<file path="src/verilog/aalu_defines.svh">
// constants of the accumulator alu: widths, field positions, reset values
`ifndef AALU_DEFINES_SVH
`define AALU_DEFINES_SVH
`define AALU_WIDTH 16
`define AALU_ACC_COUNT 16
`define AALU_INDEX_RESET 4'h0
`define AALU_STEP_RESET 8'h00
`define AALU_ACC_RESET 16'h0000
`define AALU_STEP_DOWN_BIT 6
`define AALU_STEP_MODE_MSB 2
`define AALU_FLAG_EQUALS 0
`define AALU_FLAG_CARRY 1
`define AALU_FLAG_OVERFLOW 2
`define AALU_FLAG_SIGN 6
`define AALU_FLAG_ZERO 7
`endif

</file>
<file path="src/verilog/aalu_pkg.sv">
// types of the accumulator alu: operation codes
package aalu_pkg;
	typedef enum logic [5:0] {
		OP_NOP = 6'h00, OP_ADD = 6'h01, OP_ADDC = 6'h02, OP_SUB = 6'h03,
		OP_SUBB = 6'h04, OP_AND = 6'h05, OP_OR = 6'h06, OP_XOR = 6'h07,
		OP_CMP = 6'h08, OP_CPL = 6'h09, OP_NEG = 6'h0A, OP_ROL = 6'h0B,
		OP_RLC = 6'h0C, OP_ROR = 6'h0D, OP_RRC = 6'h0E, OP_ASL = 6'h0F,
		OP_ASL2 = 6'h10, OP_ASL4 = 6'h11, OP_ASR = 6'h12, OP_ASR2 = 6'h13,
		OP_ASR4 = 6'h14, OP_LSR = 6'h15, OP_XCHN = 6'h16, OP_XCH = 6'h17,
		OP_MOVE_TO_ACC = 6'h18, OP_MOVE_FROM_ACC = 6'h19,
		OP_MOVE_FROM_PTR = 6'h1A, OP_BIT_TO_C = 6'h1B, OP_C_TO_BIT = 6'h1C,
		OP_BIT_AND = 6'h1D, OP_BIT_OR = 6'h1E, OP_BIT_XOR = 6'h1F,
		OP_C_IMM = 6'h20, OP_C_CPL = 6'h21, OP_C_FROM_SRC = 6'h22,
		OP_JUMP_E = 6'h23, OP_JUMP_NE = 6'h24
	} aalu_op_type;
endpackage

</file>
<file path="src/verilog/aalu_core.sv">
// accumulator bank, alu, index stepping and status flags
// What this block does
// RULE1: four-bit index picks one of sixteen accumulators
// RULE2: step control codes mode and down direction
// RULE3: pointer-notation move never steps; acc destination illegal
// RULE4: stepping changes only the selected low index field
// RULE5: stepped field wraps, upper index bits kept
// RULE6: source ops use accumulator; accumulator source illegal
// RULE7: compare sets equals when source matches accumulator
// RULE8: inversion and negation as inverted plus one
// RULE9: plain rotates skip carry; through-carry rotates include
// RULE10: arithmetic shifts by one, two, four bits
// RULE11: logical right shift: bit0 to carry, zero in
// RULE12: nibble swap within bytes and byte swap
// RULE13: carry bit ops address accumulator bits 0-7
// RULE14: bit and/or/xor result goes to carry
// RULE15: carry bit operations never step the index
// RULE16: sign flag mirrors bit 15 of selected accumulator
// RULE17: zero flag shows selected accumulator all zero
// RULE18: flag register write can change equals flag
// RULE19: carry from arithmetic, shifts and carry rotates
// RULE20: carry set, cleared, complemented or loaded
// RULE21: add/subtract with carry use current carry
// RULE22: equals jumps accept immediate destination only
// RULE23: overflow when carry out differs from top carry
// RULE24: compare leaves accumulator and index unchanged
`timescale 1ns/1ps
`include "aalu_defines.svh"
module aalu_core #(
	parameter int WIDTH = `AALU_WIDTH,
	parameter int ACC_COUNT = `AALU_ACC_COUNT
) (
	input wire logic clk,
	input wire logic reset,
	input wire logic op_valid,
	input wire aalu_pkg::aalu_op_type op_code,
	input wire logic [15:0] src_data,
	input wire logic src_is_acc,
	input wire logic dst_is_acc,
	input wire logic src_is_imm,
	input wire logic [2:0] bit_sel,
	input wire logic imm_bit,
	input wire logic index_wr,
	input wire logic [3:0] index_wdata,
	input wire logic step_ctrl_wr,
	input wire logic [7:0] step_ctrl_wdata,
	input wire logic flag_wr,
	input wire logic [7:0] flag_wdata,
	input wire logic acc_wr,
	input wire logic [3:0] acc_wr_sel,
	input wire logic [15:0] acc_wr_data,
	output logic [15:0] acc_out,
	output logic [15:0] move_data,
	output logic [3:0] accumulator_index,
	output logic [7:0] index_step_control,
	output logic [7:0] flag_register,
	output logic jump_taken,
	output logic op_illegal
);
	// refuse shapes the fixed datapath cannot serve
	if (WIDTH != 16 || ACC_COUNT != 16) begin : g_check
		$error("aalu_core supports only 16 accumulators of 16 bits");
	end

	typedef struct packed {
		logic [15:0][15:0] acc;
		logic [3:0] index;
		logic [7:0] step;
		logic carry;
		logic overflow;
		logic equals;
		logic [15:0] move;
		logic jump;
		logic illegal;
	} aalu_state_type;

	aalu_state_type state_reg;
	aalu_state_type state_next;

	// next index after one step, only the selected field moves
	function automatic logic [3:0] step_index(input logic [3:0] idx,
			input logic [7:0] ctrl);
		logic [3:0] mask;
		logic [3:0] moved;
		case (ctrl[`AALU_STEP_MODE_MSB:0])
			3'h1: mask = 4'h1;
			3'h2: mask = 4'h3;
			3'h3: mask = 4'h7;
			3'h4: mask = 4'hF;
			default: mask = 4'h0;
		endcase
		moved = ctrl[`AALU_STEP_DOWN_BIT] ? idx - 4'h1 : idx + 4'h1;
		return (idx & ~mask) | (moved & mask); // [RULE2] [RULE4] [RULE5]
	endfunction

	// operations after which the index may step
	function automatic logic steps_index(input aalu_pkg::aalu_op_type op);
		case (op)
			aalu_pkg::OP_ADD, aalu_pkg::OP_ADDC, aalu_pkg::OP_SUB,
			aalu_pkg::OP_SUBB, aalu_pkg::OP_AND, aalu_pkg::OP_OR,
			aalu_pkg::OP_XOR, aalu_pkg::OP_CPL, aalu_pkg::OP_NEG,
			aalu_pkg::OP_ROL, aalu_pkg::OP_RLC, aalu_pkg::OP_ROR,
			aalu_pkg::OP_RRC, aalu_pkg::OP_ASL, aalu_pkg::OP_ASL2,
			aalu_pkg::OP_ASL4, aalu_pkg::OP_ASR, aalu_pkg::OP_ASR2,
			aalu_pkg::OP_ASR4, aalu_pkg::OP_LSR, aalu_pkg::OP_XCHN,
			aalu_pkg::OP_XCH, aalu_pkg::OP_MOVE_TO_ACC,
			aalu_pkg::OP_MOVE_FROM_ACC: return 1'b1;
			default: return 1'b0; // [RULE3] [RULE15] [RULE24]
		endcase
	endfunction

	// operations that take an outside source against the accumulator
	function automatic logic uses_source(input aalu_pkg::aalu_op_type op);
		case (op)
			aalu_pkg::OP_ADD, aalu_pkg::OP_ADDC, aalu_pkg::OP_SUB,
			aalu_pkg::OP_SUBB, aalu_pkg::OP_AND, aalu_pkg::OP_OR,
			aalu_pkg::OP_XOR, aalu_pkg::OP_CMP: return 1'b1;
			default: return 1'b0;
		endcase
	endfunction

	logic [15:0] acc_cur;
	logic refuse;

	// working accumulator and refusal of illegal operand forms
	assign acc_cur = state_reg.acc[state_reg.index]; // [RULE1]
	assign refuse = op_valid && (
		(uses_source(op_code) && src_is_acc) || // [RULE6]
		(op_code == aalu_pkg::OP_MOVE_FROM_PTR && dst_is_acc) || // [RULE3]
		((op_code == aalu_pkg::OP_JUMP_E ||
			op_code == aalu_pkg::OP_JUMP_NE) && !src_is_imm)); // [RULE22]

	// next state of the whole block
	always_comb begin
		logic [16:0] wide;
		logic [15:0] res;
		logic low_carry;
		logic wr_acc;
		state_next = state_reg;
		wide = 17'h00000;
		res = acc_cur;
		low_carry = 1'b0;
		wr_acc = 1'b0;
		state_next.jump = 1'b0;
		state_next.illegal = refuse;
		if (op_valid && !refuse) begin
			wr_acc = 1'b1;
			case (op_code)
				aalu_pkg::OP_ADD, aalu_pkg::OP_ADDC: begin
					low_carry = op_code == aalu_pkg::OP_ADDC && state_reg.carry;
					wide = {1'b0, acc_cur} + {1'b0, src_data} +
						{16'h0000, low_carry}; // [RULE21]
					res = wide[15:0];
					state_next.carry = wide[16]; // [RULE19]
					state_next.overflow = wide[16] ^
						(acc_cur[15] ^ src_data[15] ^ wide[15]); // [RULE23]
				end
				aalu_pkg::OP_SUB, aalu_pkg::OP_SUBB: begin
					low_carry = op_code == aalu_pkg::OP_SUBB && state_reg.carry;
					wide = {1'b0, acc_cur} - {1'b0, src_data} -
						{16'h0000, low_carry}; // [RULE21]
					res = wide[15:0];
					state_next.carry = wide[16]; // [RULE19]
					state_next.overflow = wide[16] ^
						(acc_cur[15] ^ src_data[15] ^ wide[15]); // [RULE23]
				end
				aalu_pkg::OP_AND: res = acc_cur & src_data; // [RULE6]
				aalu_pkg::OP_OR: res = acc_cur | src_data;
				aalu_pkg::OP_XOR: res = acc_cur ^ src_data;
				aalu_pkg::OP_CMP: begin
					wr_acc = 1'b0; // [RULE24]
					state_next.equals = src_data == acc_cur; // [RULE7]
				end
				aalu_pkg::OP_CPL: res = ~acc_cur; // [RULE8]
				aalu_pkg::OP_NEG: res = ~acc_cur + 16'h0001; // [RULE8]
				aalu_pkg::OP_ROL: res = {acc_cur[14:0], acc_cur[15]}; // [RULE9]
				aalu_pkg::OP_ROR: res = {acc_cur[0], acc_cur[15:1]};
				aalu_pkg::OP_RLC: begin
					res = {acc_cur[14:0], state_reg.carry}; // [RULE9]
					state_next.carry = acc_cur[15];
				end
				aalu_pkg::OP_RRC: begin
					res = {state_reg.carry, acc_cur[15:1]};
					state_next.carry = acc_cur[0]; // [RULE19]
				end
				aalu_pkg::OP_ASL: begin
					res = {acc_cur[14:0], 1'b0}; // [RULE10]
					state_next.carry = acc_cur[15];
				end
				aalu_pkg::OP_ASL2: begin
					res = {acc_cur[13:0], 2'h0};
					state_next.carry = acc_cur[14];
				end
				aalu_pkg::OP_ASL4: begin
					res = {acc_cur[11:0], 4'h0};
					state_next.carry = acc_cur[12];
				end
				aalu_pkg::OP_ASR: begin
					res = {acc_cur[15], acc_cur[15:1]}; // [RULE10]
					state_next.carry = acc_cur[0];
				end
				aalu_pkg::OP_ASR2: begin
					res = {{2{acc_cur[15]}}, acc_cur[15:2]};
					state_next.carry = acc_cur[1];
				end
				aalu_pkg::OP_ASR4: begin
					res = {{4{acc_cur[15]}}, acc_cur[15:4]};
					state_next.carry = acc_cur[3];
				end
				aalu_pkg::OP_LSR: begin
					res = {1'b0, acc_cur[15:1]}; // [RULE11]
					state_next.carry = acc_cur[0];
				end
				aalu_pkg::OP_XCHN: res = {acc_cur[11:8], acc_cur[15:12],
					acc_cur[3:0], acc_cur[7:4]}; // [RULE12]
				aalu_pkg::OP_XCH: res = {acc_cur[7:0], acc_cur[15:8]};
				aalu_pkg::OP_MOVE_TO_ACC: res = src_data;
				aalu_pkg::OP_MOVE_FROM_ACC, aalu_pkg::OP_MOVE_FROM_PTR: begin
					wr_acc = 1'b0;
					state_next.move = acc_cur;
				end
				aalu_pkg::OP_BIT_TO_C: begin
					wr_acc = 1'b0;
					state_next.carry = acc_cur[bit_sel]; // [RULE13]
				end
				aalu_pkg::OP_C_TO_BIT: res[bit_sel] = state_reg.carry;
				aalu_pkg::OP_BIT_AND, aalu_pkg::OP_BIT_OR,
				aalu_pkg::OP_BIT_XOR: begin
					wr_acc = 1'b0;
					case (op_code)
						aalu_pkg::OP_BIT_AND: state_next.carry =
							state_reg.carry & acc_cur[bit_sel]; // [RULE14]
						aalu_pkg::OP_BIT_OR: state_next.carry =
							state_reg.carry | acc_cur[bit_sel];
						default: state_next.carry =
							state_reg.carry ^ acc_cur[bit_sel];
					endcase
				end
				aalu_pkg::OP_C_IMM, aalu_pkg::OP_C_FROM_SRC: begin
					wr_acc = 1'b0;
					state_next.carry = imm_bit; // [RULE20]
				end
				aalu_pkg::OP_C_CPL: begin
					wr_acc = 1'b0;
					state_next.carry = ~state_reg.carry; // [RULE20]
				end
				aalu_pkg::OP_JUMP_E, aalu_pkg::OP_JUMP_NE: begin
					wr_acc = 1'b0;
					state_next.jump = (op_code == aalu_pkg::OP_JUMP_E) ==
						state_reg.equals; // [RULE22]
				end
				default: wr_acc = 1'b0;
			endcase
			if (wr_acc)
				state_next.acc[state_reg.index] = res;
			if (steps_index(op_code))
				state_next.index = step_index(state_reg.index,
					state_reg.step); // [RULE4]
		end
		// direct transfers from the register bus
		if (acc_wr)
			state_next.acc[acc_wr_sel] = acc_wr_data;
		if (index_wr)
			state_next.index = index_wdata;
		if (step_ctrl_wr)
			state_next.step = step_ctrl_wdata;
		if (flag_wr) begin
			state_next.equals = flag_wdata[`AALU_FLAG_EQUALS]; // [RULE18]
			state_next.carry = flag_wdata[`AALU_FLAG_CARRY];
			state_next.overflow = flag_wdata[`AALU_FLAG_OVERFLOW];
		end
	end

	// state register
	always_ff @(posedge clk) begin
		if (reset) begin
			state_reg <= '0;
			state_reg.index <= `AALU_INDEX_RESET;
			state_reg.step <= `AALU_STEP_RESET;
		end else begin
			state_reg <= state_next;
		end
	end

	// outputs; sign and zero follow the selected accumulator live
	assign acc_out = acc_cur;
	assign move_data = state_reg.move;
	assign accumulator_index = state_reg.index;
	assign index_step_control = state_reg.step;
	assign jump_taken = state_reg.jump;
	assign op_illegal = state_reg.illegal;
	assign flag_register = {acc_cur == 16'h0000, acc_cur[15], // [RULE16] [RULE17]
		3'h0, state_reg.overflow, state_reg.carry, state_reg.equals};

	logic plain_op;
	assign plain_op = op_valid && !refuse && !index_wr && !flag_wr && !acc_wr;
endmodule // aalu_core

</file>
<file path="config.mk">
export PLATFORM = sky130hd
export DESIGN_NAME = aalu_core
export DESIGN_NICKNAME = d
export VERILOG_FILES = /design/src/verilog/aalu_pkg.sv /design/src/verilog/aalu_core.sv
export VERILOG_INCLUDE_DIRS = /design/src /design/src/verilog
export SDC_FILE = /design/constraint.sdc
export NUM_CORES = 1
export LEC_CHECK = 0
export BUFFER_PORTS_ARGS = -buffer_cell sky130_fd_sc_hd__buf_2
export CORE_MARGIN = 2
export CORE_UTILIZATION = 36
export DETAILED_ROUTE_END_ITERATION = 10
export SLEW_MARGIN = 0
export SYNTH_ARGS = -nofsm -noshare
export SYNTH_HDL_FRONTEND = slang
export SYNTH_SLANG_ARGS = --single-unit
</file>
<file path="constraint.sdc">
create_clock -name clk -period 6.3 [get_ports clk]
set_input_delay 0 -clock clk [delete_from_list [all_inputs] [get_ports clk]]
set_output_delay 0 -clock clk [all_outputs]
set_load 0.05 [all_outputs]
</file>
==> results of run 1 <==
-- Yosys cell counts, types with 33 or more instances --
library cell	number	area, sq um
o22ai_1	86	538
nand2_1	143	537
a21oi_1	188	941
o211ai_1	34	255
dfxtp_1	289	5790
a211oi_1	52	390
inv_1	60	225
nand3_1	33	165
nor4_1	90	563
nor3_1	65	325
o21ai_0	164	821
ha_1	65	813
buf_4	37	278
nor2_1	360	1350
clkbuf_1	196	736
mux4_2	80	1800
mux2i_1	54	541
-- routing by layer --
layer | wire [um] | GRT usage | share of wire
met2 | 35700 | 0.432 | 0.46
met5 | 43 | 0 | 0.00055
met4 | 3170 | 0.109 | 0.041
met3 | 6640 | 0.0405 | 0.086
met1 | 32000 | 0.341 | 0.41
-- worst reg2reg max path, delay by kind of cell, from the launching register on --
family | cells | cell delay, ps
fa+ha+maj | 2 | 790
flops | 1 | 660
mux | 2 | 950
compound gates | 7 | 1860
buf+inv | 3 | 1170
simple gates | 2 | 500
-- cell type report --
type / count / area (sq um) / area share
Timing Repair Buffer: 272 / 1930 / 0.0856
Clock buffer: 49 / 1010 / 0.0448
Multi-Input combinational cell: 1843 / 12600 / 0.559
Clock inverter: 9 / 75.1 / 0.00334
Tap cell: 696 / 871 / 0.0387
Antenna cell: 1 / 2.50 / 0.000111
Sequential cell: 289 / 5800 / 0.258
Inverter: 63 / 236 / 0.0105
-- power breakdown --
| part | switching [mW] | total, mW | leakage, nW | internal [mW] |
|---|---|---|---|---|
| Combinational | 0.726 | 1.12 | 5.26 | 0.395 |
| Clock | 0.837 | 1.95 | 0.541 | 1.12 |
| Sequential | 0.0350 | 1.91 | 2.34 | 1.87 |
-- path summary, 6_finish.rpt --
path / from / end / slack (ps) / cells after the start
min: op_code[5] / jump_taken / 140 / 3
min reg2reg: move_data[13] / move_data[13] / 490 / 2
max reg2reg: accumulator_index[1] / flag_register[2] / 330 / 16
max: accumulator_index[1] / flag_register[2] / 330 / 16
-- per-stage QoR --
step | power (mW) | instances | util | area, sq um
after floorplan | 2.67 | 2463 | - | 19700
after global placement | 2.97 | 3104 | 0.385 | 20800
after detailed placement | 2.99 | 3104 | 0.385 | 20800
after CTS | 4.96 | 3213 | 0.415 | 22400
after global routing | 5.14 | 3221 | 0.417 | 22500
final | 4.98 | 3222 | 0.417 | 22500
-- logic make-up (layout without fill, tap and decap cells) --
logic type | count (synthesis) | count (layout) | share of synthesized area
muxes | 138 | 138 | 0.121
and+or+nand+nor | 891 | 891 | 0.224
other | 1 | 4 | 0.000190
AOI/OAI and AO/OA | 710 | 710 | 0.228
adders and majority gates | 71 | 71 | 0.0469
DFF | 289 | 289 | 0.294
buffers and inverters | 331 | 393 | 0.0726
xor gates and xnor gates | 30 | 30 | 0.0133
-- repair_timing --
action | 4_1_cts | 5_1_grt
endpoints found under the hold margin | 179 | 0
setup buffers | 0 | 8
setup endpoints to repair | 0 | 2
hold buffers | 51 | 0
resized for setup | 0 | 2
==> impl_metrics.csv, run 1 <==
group,metric,value,unit
status,status,"finished, final reports clean",
detailed_routing,routedWlPerCell,24.1,um
worst_setup_path,cp.required,6790,ps
die,fp.dieH,238,um
detailed_routing,via_per_inst,6.34,
final_layout,drive_gt1_frac,0.164,
synthesis,synthCells,2461,
place,dpl.hpwl,55200,um
final_layout,layout_common_cells,"nor2_1, dfxtp_1, a21oi_1, o21ai_0, nand2_1",
min_path,hold_path_class,"in -> reg",
global_routing,grt_overflow_total,0,
worst_setup_path,cpPeakStageDelay,660,ps
worst_setup_path,critPathLaunchType,"register",
place,gp_congestion,0.977,
timing,setup_tns,0,ps
detailed_routing,routed_wl,77500,um
timing,hold_viol_final,0,
synthesis,synth.distinct_cells,83,
detailed_routing,first_pass_iters,6,
worst_setup_path,crit_chain,"buf_4 -> mux4_2 -> mux4_2 -> inv_1 -> ha_1 -> ha_1 -> a21oi_1 -> nand2_1 -> or3_1 -> a211o_1 -> a31o_2 -> a211o_1 -> a21oi_1 -> o21ai_0 -> a221oi_1 -> dlygate4sd3_1",
worst_setup_path,cp_top_family,"compound AO/OA/AOI/OAI gates",
place,pre_cts_ws,603,ps
synthesis,yosysSeqAreaShare,0.294,
synthesis,ys_warn_count,0,
clock_network,cts.sinks,289,
detailed_routing,drc,0,
power_and_ir_drop,leakage,8.14,nW
worst_setup_path,critPathBufInv,3,
clock_network,cts.clk_slew.worst_paths,60,ps
die,core,0.0539,sq mm
final_layout,largest_reg_flops,256,
timing,max_slew_margin,0.174,
synthesis,synth_edf_count,0,
worst_setup_path,arrival,6470,ps
timing,rsz0062_at_grt,"no",
final_layout,fillers,5317,
worst_setup_path,cp_max_fo,21,
clock_network,numCtsBuffers,34,
timing,max_freq,167,MHz
timing,setup_ws,325,ps
worst_setup_path,end_kind,"register",
detailed_routing,drtIter0Drc,2048,
die,die_w,238,um
clock_network,ctsRootBufferMaster,"clkbuf_16",
synthesis,async_flop_share,0,
global_routing,grt_pass1_vias,19200,
global_routing,grt_max_degree,99,
clock_network,cts_tree,"built",
synthesis,avgSynthCellArea,8.00,sq um
worst_setup_path,critPathKind,"reg -> reg",
synthesis,synth_seq_cells,289,
timing,finalMaxSlewViolations,0,
place,portBuffers,121,
synthesis,synth_area,0.0197,sq mm
clock_network,cts.path.max_buffers,3,
synthesis,synth-main-ff-cell,"dfxtp_1",
detailed_routing,ant_nets,0,
die,rows,85,
timing,period_needed,5970,ps
die,die-area,0.0566,sq mm
timing,hold_slack,138,ps
power_and_ir_drop,peakVddDrop,153,uV
final_layout,area_growth,14.2,%
global_routing,grt_pass1_wl,117000,um
timing,finalCritPeriodShare,0.948,
clock_network,ctsHtreeMaxLevel,2,
flow_run,cap_violations,0,
die,initial_utilization,0.365,
clock_network,insertion_delay,560,ps
global_routing,antenna_found_initial,3,
die,pin_count,130,
final_layout,fin_nets,2649,
timing,setup_viol,0,
final_layout,final_common_cell,"nor2_1",
power_and_ir_drop,p_per_area,222,mW/mm^2
timing,finClkSkew,27.0,ps
global_routing,track_usage,0.262,
timing,tightest_slew,1230,ps
worst_setup_path,crit_slowest_cell,"dfxtp_4",
detailed_routing,via_count,20400,
Power figures use the tool's default switching activity.
==> run 2: changes to the inputs <==
--- a/config.mk
+++ b/config.mk
@@ -9,6 +9,7 @@
 export BUFFER_PORTS_ARGS = -buffer_cell sky130_fd_sc_hd__buf_2
 export CORE_MARGIN = 2
 export CORE_UTILIZATION = 36
+export CTS_BUF_LIST = sky130_fd_sc_hd__clkbuf_8
 export DETAILED_ROUTE_END_ITERATION = 10
 export SLEW_MARGIN = 0
 export SYNTH_ARGS = -nofsm -noshare
==> impl_metrics.csv, run 2 (synthesized netlist as in run 1, its figures left out) <==
group,metric,value,unit
power_and_ir_drop,leakage,8.21,nW
timing,hold_viol_final,0,
die,rows,85,
worst_setup_path,cp.required,6880,ps
detailed_routing,via_count,20500,
min_path,hold_path_class,"in -> reg",
timing,finalMaxSlewViolations,0,
final_layout,fin_nets,2666,
worst_setup_path,critPathKind,"reg -> reg",
global_routing,grt_pass1_vias,19300,
timing,finalCritPeriodShare,0.944,
detailed_routing,ant_nets,0,
global_routing,grt_max_degree,99,
worst_setup_path,critPathLaunch,"accumulator_index[1]",
power_and_ir_drop,power.share.combinational,0.230,
timing,max_slew_margin,0.168,
place,gp_congestion,0.977,
final_layout,fillers,5355,
timing,tightest_slew,1240,ps
final_layout,largest_reg_flops,256,
power_and_ir_drop,p_per_area,217,mW/mm^2
power_and_ir_drop,peakVddDrop,135,uV
worst_setup_path,arrival,6520,ps
clock_network,numCtsBuffers,52,
place,dpl.hpwl,55200,um
clock_network,insertion_delay,660,ps
worst_setup_path,r2r_end,"flag_register[2]",
status,status,"finished, final reports clean",
timing,max_freq,168,MHz
final_layout,antenna_cells,0,
final_layout,multi_input_area,0.0126,sq mm
detailed_routing,drtIter0Drc,2181,
timing,period_needed,5940,ps
worst_setup_path,cp_max_fo,21,
clock_network,ctsHtreeMaxLevel,2,
power_and_ir_drop,p_clk_frac,0.378,
detailed_routing,drc,0,
global_routing,grt_overflow_total,0,
die,core,0.0539,sq mm
timing,setup_viol,0,
detailed_routing,via_per_inst,6.29,
power_and_ir_drop,p_seq_frac,0.391,
clock_network,cts_tree,"built",
flow_run,cap_violations,0,
final_layout,area_growth,14.1,%
worst_setup_path,cp-endpoint,"flag_register[2]",
die,die_w,238,um
die,die-area,0.0566,sq mm
worst_setup_path,end_kind,"register",
clock_network,cts.path.max_buffers,3,
global_routing,antenna_found_initial,2,
final_layout,seq_area,0.00580,sq mm
timing,rsz0062_at_grt,"no",
die,pin_count,130,
clock_network,ctsRootBufferMaster,"clkbuf_8",
place,portBuffers,121,
timing,finClkSkew,51.0,ps
power_and_ir_drop,p_int,3.27,mW
global_routing,grt_pass1_wl,117000,um
power_and_ir_drop,p_sw,1.61,mW
detailed_routing,routedWlPerCell,23.8,um
clock_network,cts.clk_slew.worst_paths,60,ps
worst_setup_path,reg2reg_depth,16,
detailed_routing,first_pass_iters,6,
detailed_routing,routed_wl,77500,um
timing,setup_tns,0,ps
worst_setup_path,r2r-start,"accumulator_index[1]",
die,initial_utilization,0.365,
clock_network,cts.sinks,289,
final_layout,fin_cells,3256,
final_layout,final_common_cell,"nor2_1",
final_layout,layout_common_cells,"nor2_1, dfxtp_1, a21oi_1, o21ai_0, nand2_1",
worst_setup_path,critPathLaunchType,"register",
place,dp_cells,3104,
global_routing,track_usage,0.263,
die,fp.dieH,238,um
final_layout,drive_gt1_frac,0.170,
worst_setup_path,r2r_slack,360,ps
power_and_ir_drop,p_sw_frac,0.330,
[run 2: changes by cell type in the layout (fill, tap and decap cells not counted), moves of 2 or more]
cell and change:
clkinv_2 -4, clkbuf_16 -34, inv_12 +2, clkbuf_8 +57, inv_1 +21, clkbuf_1 -5
[run 2: through the flow]
step	total power [mW]	setup slack (ps)	hold WS (ps)	cell area, sq um	util
final	4.87	356	75.8	22500	0.417
after global routing	5.06	138	85.1	22500	0.417
after CTS	4.86	67.6	16.4	22400	0.415
after detailed placement	2.99	603	235	20800	0.385
after global placement	2.97	668	226	20800	0.385
after floorplan	2.67	909	116	19700	-
[run 2: power groups by stage]
stage | logic, mW | clock network, mW | registers, mW
floorplan | 0.747 | 0 | 1.93
global placement | 1.02 | 0 | 1.95
detailed placement | 1.04 | 0 | 1.95
CTS | 1.07 | 1.87 | 1.91
global route | 1.20 | 1.95 | 1.91
finish | 1.12 | 1.84 | 1.91
[run 2: cell type report]
type	instances	area share
sequential	289	0.258
timing repair buffer	271	0.0852
inverter	63	0.0105
tap	696	0.0387
clock inverter	27	0.00707
multi-input combinational	1843	0.560
clock buffer	67	0.0410
[run 2: worst min-delay path by stage]
| stage | from | end | slack, ps | depth (start not counted) |
|---|---|---|---|---|
| finish | op_code[4] | jump_taken | 80 | 3 |
| global route | op_code[4] | jump_taken | 90 | 3 |
| CTS | op_code[4] | jump_taken | 20 | 3 |
| detailed placement | index_wdata[2] | accumulator_index[2] | 230 | 3 |
| global placement | index_wdata[2] | accumulator_index[2] | 230 | 3 |
| floorplan | flag_wr | flag_register[2] | 120 | 1 |
[run 2: worst max-delay path: stages, from the launching register on]
cell and delay (ps):
dfxtp_4 630, buf_4 380, mux4_2 410, mux4_2 550, inv_1 160, ha_1 400
ha_1 390, a21oi_1 260, nand2_1 70, or3_1 430, a211o_1 340, a31o_2 260
a211o_1 250, a21oi_1 220, o21ai_0 210, a221oi_1 300, dlygate4sd3_1 580
[run 2: per-layer routing]
metal  vias to the layer above  share of wire  GRT usage
met5                         -        0.00040          0
li1                       9238              -          -
met4                         4          0.038      0.102
met3                       183          0.084     0.0401
met2                      1094           0.47      0.436
met1                      9954           0.41      0.343
[run 2: timing repair]
action                     4_1_cts  5_1_grt
hold buffers                    50        0
setup endpoints to repair        0        1
hold endpoints to repair       181        0
setup buffers                    0        8
gates resized for setup          0        3
==> run 3: changes to the inputs <==
--- a/config.mk
+++ b/config.mk
@@ -11,6 +11,7 @@
 export CORE_UTILIZATION = 36
 export CTS_BUF_LIST = sky130_fd_sc_hd__clkbuf_8
 export DETAILED_ROUTE_END_ITERATION = 10
+export PLACE_DENSITY = 0.55
 export SLEW_MARGIN = 0
 export SYNTH_ARGS = -nofsm -noshare
 export SYNTH_HDL_FRONTEND = slang
==> impl_metrics.csv, run 3 (synthesized netlist as in run 1, its figures left out) <==
group,metric,value,unit
worst_setup_path,arrival,6630,ps
power_and_ir_drop,p_per_area,215,mW/mm^2
place,pre_cts_ws,402,ps
worst_setup_path,critPathLaunchType,"register",
final_layout,fillers,5442,
detailed_routing,first_pass_iters,6,
timing,hold_viol_final,0,
worst_setup_path,critPathKind,"reg -> reg",
clock_network,numCtsBuffers,52,
timing,max_freq,165,MHz
timing,finalCritPeriodShare,0.960,
global_routing,grt_pass1_vias,19300,
clock_network,ctsHtreeMaxLevel,2,
timing,setup_ws,250,ps
timing,max_slew_margin,0.209,
global_routing,grt_overflow_total,0,
die,core,0.0539,sq mm
flow_run,cap_violations,0,
timing,tightest_slew,1170,ps
worst_setup_path,cpPeakStageDelay,760,ps
die,fp.dieH,238,um
timing,period_needed,6050,ps
worst_setup_path,end_kind,"register",
clock_network,cts.sinks,289,
place,place_area,0.0207,sq mm
timing,setup_viol,0,
die,die-area,0.0566,sq mm
detailed_routing,routed_wl,78600,um
timing,finalMaxSlewViolations,0,
worst_setup_path,critPathLaunch,"accumulator_index[0]",
clock_network,ctsRootBufferMaster,"clkbuf_8",
timing,setup_tns,0,ps
die,rows,85,
worst_setup_path,cp_max_fo,22,
final_layout,fin_nets,2656,
place,gp_congestion,0.993,
timing,finClkSkew,54.1,ps
detailed_routing,ant_nets,0,
place,portBuffers,121,
worst_setup_path,cp.required,6880,ps
worst_setup_path,crit_chain,"buf_4 -> mux4_2 -> mux4_2 -> inv_1 -> ha_1 -> and3_1 -> o2111ai_1 -> a21o_1 -> a31oi_1 -> and2_1 -> o21ai_0 -> a21oi_1 -> o221ai_1 -> dlygate4sd3_1 -> o22ai_1 -> dlygate4sd3_1",
worst_setup_path,critPathBufInv,4,
detailed_routing,drc,0,
min_path,hold_start,"acc_wr_sel[1]",
place,dpl.hpwl,55900,um
worst_setup_path,cp_top_family,"buffers and inverters",
worst_setup_path,crit_slowest_cell,"dfxtp_4",
die,die_w,238,um
final_layout,area_growth,13.5,%
final_layout,drive_gt1_frac,0.165,
power_and_ir_drop,leakage,8.15,nW
min_path,hold_path_class,"in -> reg",
global_routing,track_usage,0.269,
die,initial_utilization,0.365,
final_layout,layout_common_cells,"nor2_1, dfxtp_1, a21oi_1, o21ai_0, nand2_1",
status,status,"finished, final reports clean",
worst_setup_path,r2r-start,"accumulator_index[0]",
final_layout,stdcell_area,0.0223,sq mm
timing,rsz0062_at_grt,"no",
clock_network,cts.clk_slew.worst_paths,60,ps
detailed_routing,drtIter0Drc,1987,
clock_network,insertion_delay,670,ps
global_routing,grt_max_degree,90,
detailed_routing,routedWlPerCell,24.2,um
power_and_ir_drop,peakVddDrop,156,uV
global_routing,antenna_found_initial,1,
global_routing,grt_pass1_wl,119000,um
die,pin_count,130,
detailed_routing,via_per_inst,6.26,
clock_network,cts_tree,"built",
detailed_routing,via_count,20300,
final_layout,final_common_cell,"nor2_1",
final_layout,largest_reg_flops,256,
clock_network,cts.path.max_buffers,3,
==> run 3: changes by cell type in the layout (fill, tap and decap cells not counted), sizes merged <==
cell         previous run  this run
buf                   221       207
bufinv                  1         0
clkbuf                 67        64
clkinv                  4         9
clkinvlp                1         0
diode                   0         1
dlygate4sd3            50        54
==> run 3: cell type report <==
class / count / area, sq um / area share
inverter: 63 / 236 / 0.0106
timing repair buffer: 261 / 1840 / 0.0823
sequential: 289 / 5800 / 0.259
antenna: 1 / 2.50 / 0.000112
clock buffer: 64 / 881 / 0.0394
clock inverter: 30 / 151 / 0.00677
multi-input combinational: 1843 / 12600 / 0.563
tap: 696 / 871 / 0.0390
==> run 3: worst register-to-register path, cell delays in order (launching register included) <==
cell	delay [ps]
dfxtp_4	760
buf_4	350
mux4_2	520
mux4_2	710
inv_1	270
ha_1	360
and3_1	240
o2111ai_1	130
a21o_1	240
a31oi_1	310
and2_1	210
o21ai_0	80
a21oi_1	340
o221ai_1	160
dlygate4sd3_1	580
o22ai_1	160
dlygate4sd3_1	580
==> run 3: through the flow <==
| stage | hold slack [ps] | util | cells | power, mW |
|---|---|---|---|---|
| after global placement | 227 | 0.384 | 3096 | 2.98 |
| after floorplan | 116 | - | 2463 | 2.67 |
| after CTS | 0.983 | 0.414 | 3244 | 4.82 |
| final | 54.8 | 0.414 | 3247 | 4.81 |
| after global routing | 78.4 | 0.414 | 3246 | 5.01 |
| after detailed placement | 235 | 0.384 | 3096 | 2.99 |
==> run 3: per-layer routing <==
layer,up-vias,GRT usage,share of wire
met3,176,0.0448,0.082
met5,-,0,0
met2,1041,0.445,0.46
met1,9905,0.351,0.42
met4,0,0.100,0.036
li1,9213,-,-
==> run 3: final timing paths <==
path / end / slack [ps] / cells after the start
worst max register to register: flag_register[1] / 250 / 16
worst min register to register: move_data[14] / 490 / 2
worst min-delay path: state_reg[99] / 50 / 4
worst max-delay path: flag_register[1] / 250 / 16
==> run 3: where the power goes <==
part | internal (mW) | switching [mW] | leakage (nW) | total (mW)
Combinational | 0.389 | 0.713 | 5.19 | 1.10
Sequential | 1.87 | 0.0473 | 2.34 | 1.92
Clock | 0.924 | 0.866 | 0.613 | 1.79
==> run 3: timing repair <==
| action | CTS | global route |
|---|---|---|
| buffers inserted | 0 | 2 |
| resized for setup | 0 | 1 |
| hold buffers | 54 | 0 |
| endpoints found under the setup margin | 0 | 7 |
| endpoints found under the hold margin | 183 | 0 |
